$ cat src/core/tla_pkg.sv
// Constants shared by the tick loss adjuster block
package tla_pkg;
    localparam int          CLK_HZ         = 250_000_000;
    localparam int          PULSE_RATE_HZ  = 60;
    localparam int          PULSE_DIV      = CLK_HZ / PULSE_RATE_HZ;

    localparam int          ADDR_W         = 16;
    localparam int          DATA_W         = 8;
    localparam int          COUNT_W        = 24;
    localparam int          FIELD_W        = 6;

    localparam logic [15:0] ADDR_FEATURE   = 16'h7000;
    localparam logic [15:0] ADDR_LOCATION  = 16'h7001;
    localparam logic [15:0] ADDR_CHECK     = 16'h700A;
    localparam logic [15:0] ADDR_CNT_LOW   = 16'h700B;
    localparam logic [15:0] ADDR_CNT_MLOW  = 16'h700C;
    localparam logic [15:0] ADDR_CNT_MHIGH = 16'h700D;
    localparam logic [15:0] ADDR_CNT_HIGH  = 16'h700E;

    localparam logic [7:0]  CHECK_GOOD     = 8'h55;
    localparam logic [7:0]  CHECK_LOST     = 8'h00;
    localparam logic [7:0]  DATA_ZERO      = 8'h00;
    localparam logic [23:0] COUNT_ZERO     = 24'h000000;
    localparam logic [23:0] COUNT_ONE      = 24'h000001;
    localparam logic [3:0]  SAT_MASK       = 4'hF;

    localparam int          SAT_LSB        = 20;
    localparam int          MLOW_LSB       = 6;
    localparam int          MHIGH_LSB      = 12;
    localparam int          HIGH_LSB       = 18;
    localparam int          LOCK_BIT       = 6;
    localparam int          TYPE_BIT       = 7;
endpackage : tla_pkg

$ cat src/core/tla_sync.sv
// Two-stage synchroniser for pin inputs
`timescale 1ns/100ps
module tla_sync
    import tla_pkg::*;
#(
    parameter int W = 1
) (
    input  wire logic         ref_clk_i,
    input  wire logic         rst_b_i,
    input  wire logic         ce_i,
    input  wire logic [W-1:0] async_i,
    output logic      [W-1:0] sync_o
);
    logic [W-1:0] stage1;
    logic [W-1:0] stage2;
    logic [W-1:0] next_stage1;
    logic [W-1:0] next_stage2;

    always_comb begin
        next_stage1 = ce_i ? async_i : stage1;
        next_stage2 = ce_i ? stage1 : stage2;
    end

    always_ff @(posedge ref_clk_i or negedge rst_b_i) begin
        if (!rst_b_i) begin
            stage1 <= '0;
            stage2 <= '0;
        end else begin
            stage1 <= next_stage1;
            stage2 <= next_stage2;
        end
    end

    assign sync_o = stage2;
endmodule : tla_sync

$ cat src/core/tla_mains_rate_pulser.sv
// Free-running mains-rate pulse generator derived from the reference clock
`timescale 1ns/100ps
module tla_mains_rate_pulser
    import tla_pkg::*;
#(
    parameter int DIV = PULSE_DIV
) (
    input  wire logic ref_clk_i,
    input  wire logic rst_b_i,
    input  wire logic ce_i,
    input  wire logic run_i,
    output logic      tick_o
);
    logic [31:0] div_cnt;
    logic [31:0] next_div_cnt;
    logic        wrap;

    // Divider keeps running while disabled; only the pulse is gated
    assign wrap = (div_cnt == 32'(DIV - 1));

    always_comb begin
        next_div_cnt = div_cnt;
        if (ce_i) begin
            next_div_cnt = wrap ? 32'h00000000 : div_cnt + 32'h00000001;
        end
    end

    always_ff @(posedge ref_clk_i or negedge rst_b_i) begin
        if (!rst_b_i) begin
            div_cnt <= 32'h00000000;
        end else begin
            div_cnt <= next_div_cnt;
        end
    end

    assign tick_o = ce_i && run_i && wrap;
endmodule : tla_mains_rate_pulser

$ cat src/core/tla_tick_loss_adjuster.sv
// Tick loss adjuster: mains-rate tick counter, id switch ports, write lock
//
// Function
// - Feature switches read at 7000, location switches read at 7001.
// - Eight switches per bank; switch n drives data bit n.
// - Switch ON reads as 1, OFF reads as 0.
// - 24-bit binary counter counts pulses of a free-running 60 Hz generator.
// - Counter increments by one per pulse; a write to 700A or rst_b_i clears it.
// - Counter bits 21 to 24 all ones disable the pulse generator.
// - Counter bit 1 is the least significant, bit 24 the most.
// - Counter value shown continuously on four read ports, no latch needed.
// - Ports 700B-700E carry counter bits 1-6, 7-12, 13-18, 19-24; read-only.
// - Port 700A reads 55 hex while standby power is healthy.
// - Counter and generator keep state through main supply loss; here rst_b_i clears both along with all other state.
// - Port 700E bit 8 always reads 1 to identify the module type.
// - Port 700E bit 7 shows write-lock state, 1 when active.
// - Each write to 7000 toggles the SRAM write lock.
`timescale 1ns/100ps
module tla_tick_loss_adjuster
    import tla_pkg::*;
#(
    parameter int PULSE_DIV_CYC = PULSE_DIV
) (
    input  wire logic              ref_clk_i,
    input  wire logic              rst_b_i,
    input  wire logic              ce_i,
    input  wire logic [ADDR_W-1:0] host_addr_i,
    input  wire logic              host_rd_i,
    input  wire logic              host_wr_i,
    input  wire logic [DATA_W-1:0] feature_sw_i,
    input  wire logic [DATA_W-1:0] location_sw_i,
    input  wire logic              standby_ok_i,
    output logic      [DATA_W-1:0] data_o,
    output logic                   data_oe_o,
    output logic                   sram_write_lock_o
);
    logic [DATA_W-1:0]  feat_s;
    logic [DATA_W-1:0]  loc_s;
    logic               standby_s;
    logic               tick;
    logic               sat;
    logic               clr;
    logic               lock_wr;
    logic               hit;
    logic [COUNT_W-1:0] count;
    logic [COUNT_W-1:0] next_count;
    logic               lock;
    logic               next_lock;
    logic [DATA_W-1:0]  rd_data;
    logic [DATA_W-1:0]  next_rd_data;
    logic               rd_oe;
    logic               next_rd_oe;

    // Pins cross in through two flops each
    tla_sync #(
        .W (2 * DATA_W + 1)
    ) u_sync (
        .ref_clk_i (ref_clk_i),
        .rst_b_i   (rst_b_i),
        .ce_i      (ce_i),
        .async_i   ({standby_ok_i, location_sw_i, feature_sw_i}),
        .sync_o    ({standby_s, loc_s, feat_s})
    );

    // Generator pulse is gated off once the top four bits saturate; its divider keeps running
    assign sat = (count[SAT_LSB +: 4] == SAT_MASK);

    tla_mains_rate_pulser #(
        .DIV (PULSE_DIV_CYC)
    ) u_pulser (
        .ref_clk_i (ref_clk_i),
        .rst_b_i   (rst_b_i),
        .ce_i      (ce_i),
        .run_i     (!sat),
        .tick_o    (tick)
    );

    function automatic logic [DATA_W-1:0] field6(input logic [FIELD_W-1:0] f);
        field6 = {2'h0, f};
    endfunction : field6

    function automatic logic addr_is(input logic [ADDR_W-1:0] a, input logic [ADDR_W-1:0] b);
        addr_is = (a == b);
    endfunction : addr_is

    assign clr     = ce_i && host_wr_i && addr_is(host_addr_i, ADDR_CHECK);
    assign lock_wr = ce_i && host_wr_i && addr_is(host_addr_i, ADDR_FEATURE);

    // Counter state is cleared by rst_b_i like the lock and read registers; there is no separate standby reset
    always_comb begin
        next_count = count;
        if (clr) begin
            next_count = COUNT_ZERO;
        end else if (tick) begin
            next_count = count + COUNT_ONE;
        end
    end

    always_ff @(posedge ref_clk_i or negedge rst_b_i) begin
        if (!rst_b_i) begin
            count <= COUNT_ZERO;
        end else begin
            count <= next_count;
        end
    end

    always_comb begin
        next_lock = lock;
        if (lock_wr) begin
            next_lock = !lock;
        end
    end

    always_ff @(posedge ref_clk_i or negedge rst_b_i) begin
        if (!rst_b_i) begin
            lock <= 1'b0;
        end else begin
            lock <= next_lock;
        end
    end

    assign sram_write_lock_o = lock;

    // Read decode; unmapped addresses leave the data bus undriven
    always_comb begin
        next_rd_data = rd_data;
        next_rd_oe   = rd_oe;
        hit          = 1'b1;
        if (ce_i) begin
            next_rd_data = DATA_ZERO;
            if (addr_is(host_addr_i, ADDR_FEATURE)) begin
                next_rd_data = feat_s;
            end else if (addr_is(host_addr_i, ADDR_LOCATION)) begin
                next_rd_data = loc_s;
            end else if (addr_is(host_addr_i, ADDR_CHECK)) begin
                next_rd_data = standby_s ? CHECK_GOOD : CHECK_LOST;
            end else if (addr_is(host_addr_i, ADDR_CNT_LOW)) begin
                next_rd_data = field6(count[0 +: FIELD_W]);
            end else if (addr_is(host_addr_i, ADDR_CNT_MLOW)) begin
                next_rd_data = field6(count[MLOW_LSB +: FIELD_W]);
            end else if (addr_is(host_addr_i, ADDR_CNT_MHIGH)) begin
                next_rd_data = field6(count[MHIGH_LSB +: FIELD_W]);
            end else if (addr_is(host_addr_i, ADDR_CNT_HIGH)) begin
                next_rd_data = field6(count[HIGH_LSB +: FIELD_W]);
                next_rd_data[LOCK_BIT] = lock;
                next_rd_data[TYPE_BIT] = 1'b1;
            end else begin
                hit = 1'b0;
            end
            next_rd_oe = host_rd_i && hit;
        end
    end

    always_ff @(posedge ref_clk_i or negedge rst_b_i) begin
        if (!rst_b_i) begin
            rd_data <= DATA_ZERO;
            rd_oe   <= 1'b0;
        end else begin
            rd_data <= next_rd_data;
            rd_oe   <= next_rd_oe;
        end
    end

    assign data_o    = rd_data;
    assign data_oe_o = rd_oe;

    // Spacing watch: ce cycles since the last pulse
    // Untrusted after saturation, since the gap then spans the pulses gated off while saturated
    logic [31:0] tick_gap;
    logic [31:0] next_tick_gap;
    logic        gap_valid;
    logic        next_gap_valid;

    always_comb begin
        next_tick_gap  = tick_gap;
        next_gap_valid = gap_valid;
        if (tick) begin
            next_tick_gap  = 32'h00000000;
            next_gap_valid = 1'b1;
        end else if (ce_i) begin
            next_tick_gap = tick_gap + 32'h00000001;
        end
        if (sat) begin
            next_gap_valid = 1'b0;
        end
    end

    always_ff @(posedge ref_clk_i or negedge rst_b_i) begin
        if (!rst_b_i) begin
            tick_gap  <= 32'h00000000;
            gap_valid <= 1'b1;
        end else begin
            tick_gap  <= next_tick_gap;
            gap_valid <= next_gap_valid;
        end
    end
endmodule : tla_tick_loss_adjuster

$ cat config.mk
export PLATFORM = sky130hd
export DESIGN_NAME = tla_tick_loss_adjuster
export DESIGN_NICKNAME = d
export VERILOG_FILES = /design/src/core/tla_pkg.sv /design/src/core/tla_sync.sv /design/src/core/tla_mains_rate_pulser.sv /design/src/core/tla_tick_loss_adjuster.sv
export SDC_FILE = /design/constraint.sdc
export NUM_CORES = 1
export LEC_CHECK = 0
export ABC_AREA = 0
export BUFFER_PORTS_ARGS = -buffer_cell sky130_fd_sc_hd__buf_2
export CAP_MARGIN = 40
export CORE_MARGIN = 1.5
export CORE_UTILIZATION = 30
export DETAILED_ROUTE_END_ITERATION = 6
export GPL_TIMING_DRIVEN = 0
export PLACE_DENSITY = 0.6
export SYNTH_ARGS = -nofsm -noshare
export SYNTH_HDL_FRONTEND = slang
export SYNTH_HIERARCHICAL = 1
export SYNTH_SLANG_ARGS = --single-unit
export TNS_END_PERCENT = 20
$ cat constraint.sdc
create_clock -name ref_clk_i -period 2.9 [get_ports ref_clk_i]
set_input_delay 0.435 -clock ref_clk_i [delete_from_list [all_inputs] [get_ports ref_clk_i]]
set_output_delay 0.435 -clock ref_clk_i [all_outputs]
set_load 0.05 [all_outputs]
==> impl_metrics.prom, run 1 <==
# TYPE chip_impl_metric gauge
chip_impl_info{name="ctsRootBufferMaster",value="clkbuf_16"} 1
chip_impl_metric{name="period_share",unit="%"} 98.7
chip_impl_metric{name="area_delta_synth_final",unit="%"} 20.6
chip_impl_metric{name="slew_viol_final",unit=""} 0
chip_impl_metric{name="critical_path.max_fanout",unit=""} 7
chip_impl_metric{name="p_sw",unit="W"} 0.000826
chip_impl_metric{name="grt_pass1_wl",unit="mm"} 20.6
chip_impl_info{name="slowest_stage",value="or4_4"} 1
chip_impl_metric{name="clk_pin_slew_worst_paths",unit="ns"} 0.07
chip_impl_metric{name="crit_arrival",unit="ns"} 3.15
chip_impl_info{name="run_status",value="completed"} 1
chip_impl_metric{name="synthesized_flop_and_latch_total",unit=""} 100
chip_impl_metric{name="total_number_of_placement_rows",unit=""} 48
chip_impl_metric{name="slowest_delay",unit="ns"} 0.57
chip_impl_info{name="worstSetupStartpointType",value="flip-flop"} 1
chip_impl_info{name="critical_path.reg2reg.endpoint",value="count[19]"} 1
chip_impl_info{name="most-common-layout-cells",value="95 x dfrtp_1, 46 x buf_2, 30 x mux2_4"} 1
chip_impl_metric{name="deepest_level_of_the_cts_h_tree",unit=""} 3
chip_impl_metric{name="timing.reg2reg.setup_slack",unit="ns"} 0.04
chip_impl_metric{name="tightest_slew",unit="ns"} 0.856
chip_impl_metric{name="port_buffers",unit=""} 44
chip_impl_info{name="top_flip_flop_cell_by_instance_count_after_synthesis",value="dfrtp_1"} 1
chip_impl_metric{name="post_synth_num_cell_types",unit=""} 60
chip_impl_metric{name="grt_start_max_net_pins",unit=""} 61
chip_impl_metric{name="drc",unit=""} 0
chip_impl_metric{name="synth_edf_count",unit=""} 0
chip_impl_metric{name="async_flop_share",unit="%"} 100
chip_impl_metric{name="start_util",unit="%"} 30.6
chip_impl_metric{name="synth_fp_nets",unit=""} 516
chip_impl_metric{name="timing.reg2reg.worst_path_depth",unit=""} 11
chip_impl_metric{name="mappedNetlistArea",unit="um2"} 5300
chip_impl_metric{name="number_of_gates_on_the_worst_path_with_buffers_counted",unit=""} 11
chip_impl_metric{name="p_seq_share",unit="%"} 50.8
chip_impl_metric{name="timing.clock.skew",unit="ns"} 0.00940
chip_impl_metric{name="ys_warns",unit=""} 6
chip_impl_metric{name="highest_achievable_clock_rate",unit="GHz"} 0.349
chip_impl_metric{name="report.power.total",unit="W"} 0.00312
chip_impl_metric{name="dr_pass1_iterations",unit=""} 5
chip_impl_metric{name="design.core.area",unit="um2"} 17300
chip_impl_metric{name="final_nets",unit=""} 593
chip_impl_metric{name="wl_per_cell",unit="um"} 15.3
chip_impl_metric{name="power.internal",unit="W"} 0.00229
chip_impl_metric{name="power.share.combinational",unit="%"} 12.0
chip_impl_metric{name="insertion_delay",unit="ns"} 0.35
chip_impl_metric{name="slew_headroom",unit="%"} 42.4
chip_impl_info{name="tritoncts",value="built"} 1
chip_impl_metric{name="seq_area_frac_synth",unit="%"} 47.3
chip_impl_metric{name="synth_cells",unit=""} 475
chip_impl_metric{name="hold_violations",unit=""} 0
chip_impl_info{name="worstHoldPathType",value="primary input to async pin"} 1
chip_impl_metric{name="min_period",unit="ns"} 2.86
chip_impl_metric{name="share_of_final_layout_standard_cells_stronger_than_drive_strength_1",unit="%"} 30.5
chip_impl_metric{name="route.antenna.remaining_nets",unit=""} 0
chip_impl_metric{name="grt_antenna_before_repair",unit=""} 0
chip_impl_metric{name="boundaryPins",unit=""} 48
chip_impl_info{name="rsz0062_at_grt",value="yes"} 1
chip_impl_metric{name="finalWeightedCongestion",unit=""} 0.816
chip_impl_metric{name="pwrdens",unit="nW/um2"} 489
chip_impl_info{name="final_common_cell",value="dfrtp_1"} 1
chip_impl_metric{name="count_of_antenna_diodes_in_the_layout",unit=""} 0
chip_impl_metric{name="vias",unit=""} 3929
chip_impl_metric{name="switching_share",unit="%"} 26.5
chip_impl_metric{name="clock_group_share_of_total_power",unit="%"} 37.2
chip_impl_metric{name="route.final.wire_length",unit="mm"} 12.0
chip_impl_info{name="worst_r2r_startpoint",value="u_pulser/div_cnt[1]"} 1
chip_impl_metric{name="synth.avg_cell_area",unit="um2"} 11.1
chip_impl_info{name="worst_path_dominant_cell_family",value="simple AND/OR/NAND/NOR gates"} 1
chip_impl_metric{name="timing.final.setup_violations",unit=""} 0
chip_impl_metric{name="cts_buffers",unit=""} 9
chip_impl_metric{name="max-vdd-ir-drop",unit="mV"} 0.340
chip_impl_metric{name="dieWidth",unit="um"} 136
chip_impl_info{name="cp-end-kind",value="flip-flop"} 1
chip_impl_info{name="worstSetupPathType",value="flip-flop to flip-flop"} 1
chip_impl_metric{name="dieHeight",unit="um"} 136
chip_impl_metric{name="final_core_density",unit="%"} 36.9
chip_impl_metric{name="globalRoute.totalOverflow",unit=""} 0
chip_impl_metric{name="cts_sinks",unit=""} 100
chip_impl_metric{name="hpwlAfterDp",unit="mm"} 8.37
chip_impl_metric{name="leakage",unit="nW"} 2.82
chip_impl_metric{name="drtIter0Drc",unit=""} 193
chip_impl_metric{name="cts-root-to-sink-buffers",unit=""} 2
chip_impl_metric{name="detail_route.vias_per_cell",unit=""} 5.02
chip_impl_metric{name="drv.max_cap_violation_count",unit=""} 0
chip_impl_metric{name="total_die_area",unit="um2"} 18500
chip_impl_metric{name="grt_usage",unit="%"} 14.1
chip_impl_metric{name="first_global_vias",unit=""} 4139
chip_impl_metric{name="critical_path.n_buffers_inverters",unit=""} 2
chip_impl_metric{name="worst_ep_required_time",unit="ns"} 3.18
chip_impl_metric{name="fin_tns_setup",unit="ns"} 0
chip_impl_info{name="crit_chain",value="inv_2 > ha_4 > and4bb_2 > nand4_4 > nor3_4 > and2_4 > nand4_1 > buf_6 > or4_4 > or3_1 > a21oi_1"} 1
==> metal layers <==
layer	GRT usage, %	routed length (um)	part of all wire (%)
met5	0	0	0
met4	4.91	174	1.5
met3	3.36	442	3.7
met2	23.1	5740	48
met1	18.2	5600	47
==> per-stage QoR <==
stage | instance area, um2 | hold slack, ns | std cells | setup slack (ns)
after global routing | 6380 | 0.105 | 782 | -0.0663
after detailed placement | 5890 | 0.462 | 745 | -0.527
after CTS | 6320 | 0.0825 | 776 | 0.00155
after floorplan | 5360 | 0.139 | 475 | 0.0313
after global placement | 5860 | 0.463 | 744 | -0.468
final | 6380 | 0.0643 | 782 | 0.0387
==> kinds of logic (layout without fill, tap and decap cells) <==
| logic type | Yosys count | count (layout) | share of synthesized area (%) |
|---|---|---|---|
| flip-flops | 100 | 100 | 47.3 |
| XOR/XNOR | 38 | 38 | 6.29 |
| AO/OA/AOI/OAI | 75 | 75 | 9.29 |
| adder cells (fa/ha/maj) | 3 | 3 | 0.709 |
| AND/OR/NAND/NOR | 171 | 171 | 19.9 |
| buffers and inverters | 43 | 125 | 4.99 |
| multiplexers | 45 | 45 | 11.5 |
==> worst reg2reg max path: cells and delay by family (launching register included) <==
family,cells,cell delay [ns]
AOI/OAI and AO/OA,1,0.14
buffers and inverters,2,0.23
adders and majority gates,1,0.11
DFF,1,0.41
and+or+nand+nor,7,1.91
==> synthesized netlist by cell type, drive strengths merged, types with 14 or more instances <==
cell type    n  area, um2
xor2        19        166
mux2        38        541
dfrtp      100       2500
o21ai       14       70.1
nor3        20        105
xnor2       19        166
nand3       15       75.1
a21oi       23        115
inv         14       52.6
nand2       27        109
nor2        27        101
nand4       15        115
buf         16        160
==> what timing repair did <==
| action | 4_1_cts | 5_1_grt |
|---|---|---|
| hold buffers | 0 | 0 |
| setup endpoints to repair | 10 | 11 |
| resized for setup | 7 | 12 |
| pin swaps | 13 | 11 |
| setup buffers | 16 | 10 |
==> sequential cells by signal, indices dropped and copies added (netlist names) <==
signal             cells
data_o                 8
count                 24
sram_write_lock_o      1
u_pulser/div_cnt      32
u_sync/sync_o         17
data_oe_o              1
u_sync/stage1         17
==> power by group through the flow <==
stage	sequential [W]	combinational (W)	clock, W
2_1_floorplan	0.00160	0.000217	0
3_3_place_gp	0.00160	0.000324	0
3_5_place_dp	0.00161	0.000338	0
4_1_cts	0.00158	0.000351	0.00121
5_1_grt	0.00160	0.000413	0.00126
6_report	0.00159	0.000374	0.00116
==> cell type report <==
cell class	instances	area, um2
Sequential cell	100	2510
Multi-Input combinational cell	332	2620
Clock buffer	9	225
Timing Repair Buffer	69	430
Buffer	25	201
Tap cell	225	282
Clock inverter	7	58.8
Inverter	15	56.3
Fill cell	1716	10900
==> worst max path at each step <==
stage | start | end | slack, ns
after floorplan | u_pulser/div_cnt[1] | count[17] | 0.03
after global placement | ce_i | count[20] | -0.47
after detailed placement | ce_i | count[23] | -0.53
after CTS | u_pulser/div_cnt[5] | count[19] | 0.002
after global routing | u_pulser/div_cnt[16] | count[19] | -0.07
final | u_pulser/div_cnt[1] | count[19] | 0.04
Note: power is estimated with default switching activity, not from simulation.
==> run 2: changes to the inputs <==
Settings changed: CORE_MARGIN 1.5 to unset, PLACE_DENSITY 0.6 to 0.58, REMOVE_ABC_BUFFERS set to 1.
Clock period 2.9 ns to 3.7 ns, I/O delays scaled along.
==> run 2 against run 1 <==
Against the previous run: clock power is 19% lower; clock skew is 0.0018 ns lower; non-clock buffer count is 39 lower; worst setup slack better by 0.23 ns; via count is 2.9% lower; critical path depth is 2 lower; largest cell class unchanged.
==> impl_metrics.prom, run 2 (same netlist as run 1, synthesis figures left out) <==
# TYPE chip_impl_metric gauge
chip_impl_metric{name="dieWidth",unit="um"} 135
chip_impl_metric{name="cts_hold_buffers",unit=""} 0
chip_impl_metric{name="fin_hold_ws",unit="ns"} 0.140
chip_impl_metric{name="largest_reg_flops",unit=""} 32
chip_impl_metric{name="clk_pin_slew_worst_paths",unit="ns"} 0.07
chip_impl_metric{name="final_nets",unit=""} 554
chip_impl_metric{name="met2_track_utilization_from_global_routing",unit="%"} 21.1
chip_impl_metric{name="globalRoute.totalOverflow",unit=""} 0
chip_impl_metric{name="leakage",unit="nW"} 2.64
chip_impl_metric{name="global_route.usage.met3",unit="%"} 3.42
chip_impl_metric{name="detailed_place.area",unit="um2"} 5670
chip_impl_metric{name="grt_use_met1",unit="%"} 16.9
chip_impl_info{name="rsz0062_at_grt",value="no"} 1
chip_impl_metric{name="fillerInstances",unit=""} 1713
chip_impl_metric{name="total_die_area",unit="um2"} 18200
chip_impl_metric{name="hold_violations",unit=""} 0
chip_impl_metric{name="grt_antenna_before_repair",unit=""} 0
chip_impl_info{name="worstSetupStartpointType",value="primary input"} 1
chip_impl_metric{name="slew_headroom",unit="%"} 40.2
chip_impl_metric{name="pwrdens",unit="nW/um2"} 404
chip_impl_metric{name="timing.clock.skew",unit="ns"} 0.00762
chip_impl_metric{name="max-vdd-ir-drop",unit="mV"} 0.293
chip_impl_info{name="ctsRootBufferMaster",value="clkbuf_16"} 1
chip_impl_metric{name="area_delta_synth_final",unit="%"} 13.5
chip_impl_metric{name="insertion_delay",unit="ns"} 0.35
chip_impl_metric{name="tightest_slew",unit="ns"} 0.889
chip_impl_metric{name="drtIter0Drc",unit=""} 190
chip_impl_info{name="tritoncts",value="built"} 1
chip_impl_metric{name="critical_path.max_fanout",unit=""} 29
chip_impl_metric{name="cts_buffers",unit=""} 9
chip_impl_metric{name="crit_arrival",unit="ns"} 3.70
chip_impl_info{name="busiest_layer",value="met2"} 1
chip_impl_metric{name="drc",unit=""} 0
chip_impl_metric{name="grt_pass1_wl",unit="mm"} 18.8
chip_impl_info{name="biggestRegsByFlops",value="u_pulser/div_cnt: 32 flops, count: 24 flops"} 1
chip_impl_metric{name="grt_usage",unit="%"} 13.1
chip_impl_metric{name="worst_ep_required_time",unit="ns"} 3.97
chip_impl_metric{name="report.power.total",unit="W"} 0.00243
chip_impl_metric{name="dr_pass1_iterations",unit=""} 4
chip_impl_metric{name="cts-root-to-sink-buffers",unit=""} 2
chip_impl_metric{name="final.setup.worst_slack",unit="ns"} 0.272
chip_impl_metric{name="grt_start_max_net_pins",unit=""} 69
chip_impl_info{name="run_status",value="completed"} 1
chip_impl_info{name="max_flop_register",value="u_pulser/div_cnt"} 1
chip_impl_metric{name="highest_achievable_clock_rate",unit="GHz"} 0.292
chip_impl_metric{name="deepest_level_of_the_cts_h_tree",unit=""} 3
chip_impl_metric{name="detail_route.vias_per_cell",unit=""} 5.13
chip_impl_metric{name="min_period",unit="ns"} 3.43
chip_impl_metric{name="dp_worst_setup_slack",unit="ns"} -0.909
chip_impl_metric{name="wl_per_cell",unit="um"} 15.0
chip_impl_metric{name="design.core.area",unit="um2"} 17200
chip_impl_metric{name="start_util",unit="%"} 30.7
chip_impl_metric{name="hpwlAfterDp",unit="mm"} 7.69
chip_impl_metric{name="numPlacedInstances",unit=""} 722
chip_impl_metric{name="boundaryPins",unit=""} 48
chip_impl_metric{name="period_share",unit="%"} 92.6
chip_impl_metric{name="slew_viol_final",unit=""} 0
chip_impl_metric{name="share_of_final_layout_standard_cells_stronger_than_drive_strength_1",unit="%"} 23.9
chip_impl_metric{name="port_buffers",unit=""} 47
chip_impl_metric{name="finalWeightedCongestion",unit=""} 0.772
chip_impl_metric{name="count_of_antenna_diodes_in_the_layout",unit=""} 0
chip_impl_metric{name="post_layout_nonfiller_instances",unit=""} 743
chip_impl_metric{name="final_cell_area",unit="um2"} 6010
chip_impl_metric{name="vias",unit=""} 3814
chip_impl_metric{name="cts_sinks",unit=""} 100
chip_impl_metric{name="drv.max_cap_violation_count",unit=""} 0
chip_impl_metric{name="dieHeight",unit="um"} 135
chip_impl_metric{name="total_number_of_placement_rows",unit=""} 48
chip_impl_metric{name="timing.final.setup_violations",unit=""} 0
chip_impl_metric{name="route.final.wire_length",unit="mm"} 11.2
chip_impl_info{name="most-common-layout-cells",value="100 x dfrtp_1, 45 x buf_2, 30 x mux2_4"} 1
chip_impl_info{name="worstSetupPathType",value="primary input to flip-flop"} 1
chip_impl_info{name="final_common_cell",value="dfrtp_1"} 1
chip_impl_metric{name="route.antenna.remaining_nets",unit=""} 0
chip_impl_info{name="worstHoldPathType",value="primary input to async pin"} 1
chip_impl_metric{name="first_global_vias",unit=""} 3836
chip_impl_info{name="cp-end-kind",value="flip-flop"} 1
run 2: changes by cell type in the layout (fill, tap and decap cells not counted), moves of 3 or more:
cell,change
buf_4,-20
nor4b_4,-3
buf_6,-5
dfrtp_1,+5
o21ai_0,+3
clkbuf_1,-6
buf_12,-3
dfrtp_2,-5
run 2: metal layers:
metal  vias up  share of wire (%)
li1       1826                  -
met1      1886                 47
met2        89                 47
met3        13                4.5
met4         0                1.4
met5         -                  0
run 2: worst paths after layout:
path	start	end	slack, ns	cells past startpoint
worst max-delay path	ce_i	count[21]	0.27	9
worst min-delay path	rst_b_i	u_pulser/div_cnt[27]	0.14	1
worst max register to register	u_pulser/div_cnt[22]	count[21]	0.35	8
worst min register to register	data_o[7]	data_o[7]	0.50	2
max in group asynchronous	rst_b_i	u_sync/stage1[3]	2.87	2
min in group ref_clk_i	feature_sw_i[0]	u_sync/stage1[0]	0.43	2
run 2: power by group:
group	internal [W]	leakage, nW	total (W)	switching (W)
registers	0.00117	1.27	0.00123	0.0000645
logic	0.000131	1.23	0.000252	0.000121
clock network	0.000529	0.141	0.000942	0.000413
total	0.00183	2.64	0.00243	0.000599
run 2: metrics by stage:
step	TNS, ns	util (%)
2_1_floorplan	0	-
3_3_place_gp	-14.99	32.5
3_5_place_dp	-9.62	32.9
4_1_cts	0	34.7
5_1_grt	0	34.9
6_report	0	34.9
run 2: what timing repair did:
action	CTS	global route
pin swaps	1	1
setup buffers	1	4
cloned	0	0
endpoints found under the setup margin	10	7
gates resized for setup	2	0
run 2: layout make-up:
class                      count  area, um2  area share (%)
clock buffer                  11        233            3.87
clock inverter                 5       60.1           0.999
inverter                      15       56.3           0.937
multi-input combinational    332       2530            42.2
sequential                   100       2500            41.6
tap                          225        282            4.68
timing repair buffer          55        344            5.72
run 2: worst max-delay path, stage by stage:
cell	delay [ns]
buf_4	0.38
nor4b_1	0.33
nand4b_1	0.25
nor3_4	0.28
and2_1	0.31
nand4_1	0.28
or4_1	0.75
or3_1	0.40
a21oi_1	0.15
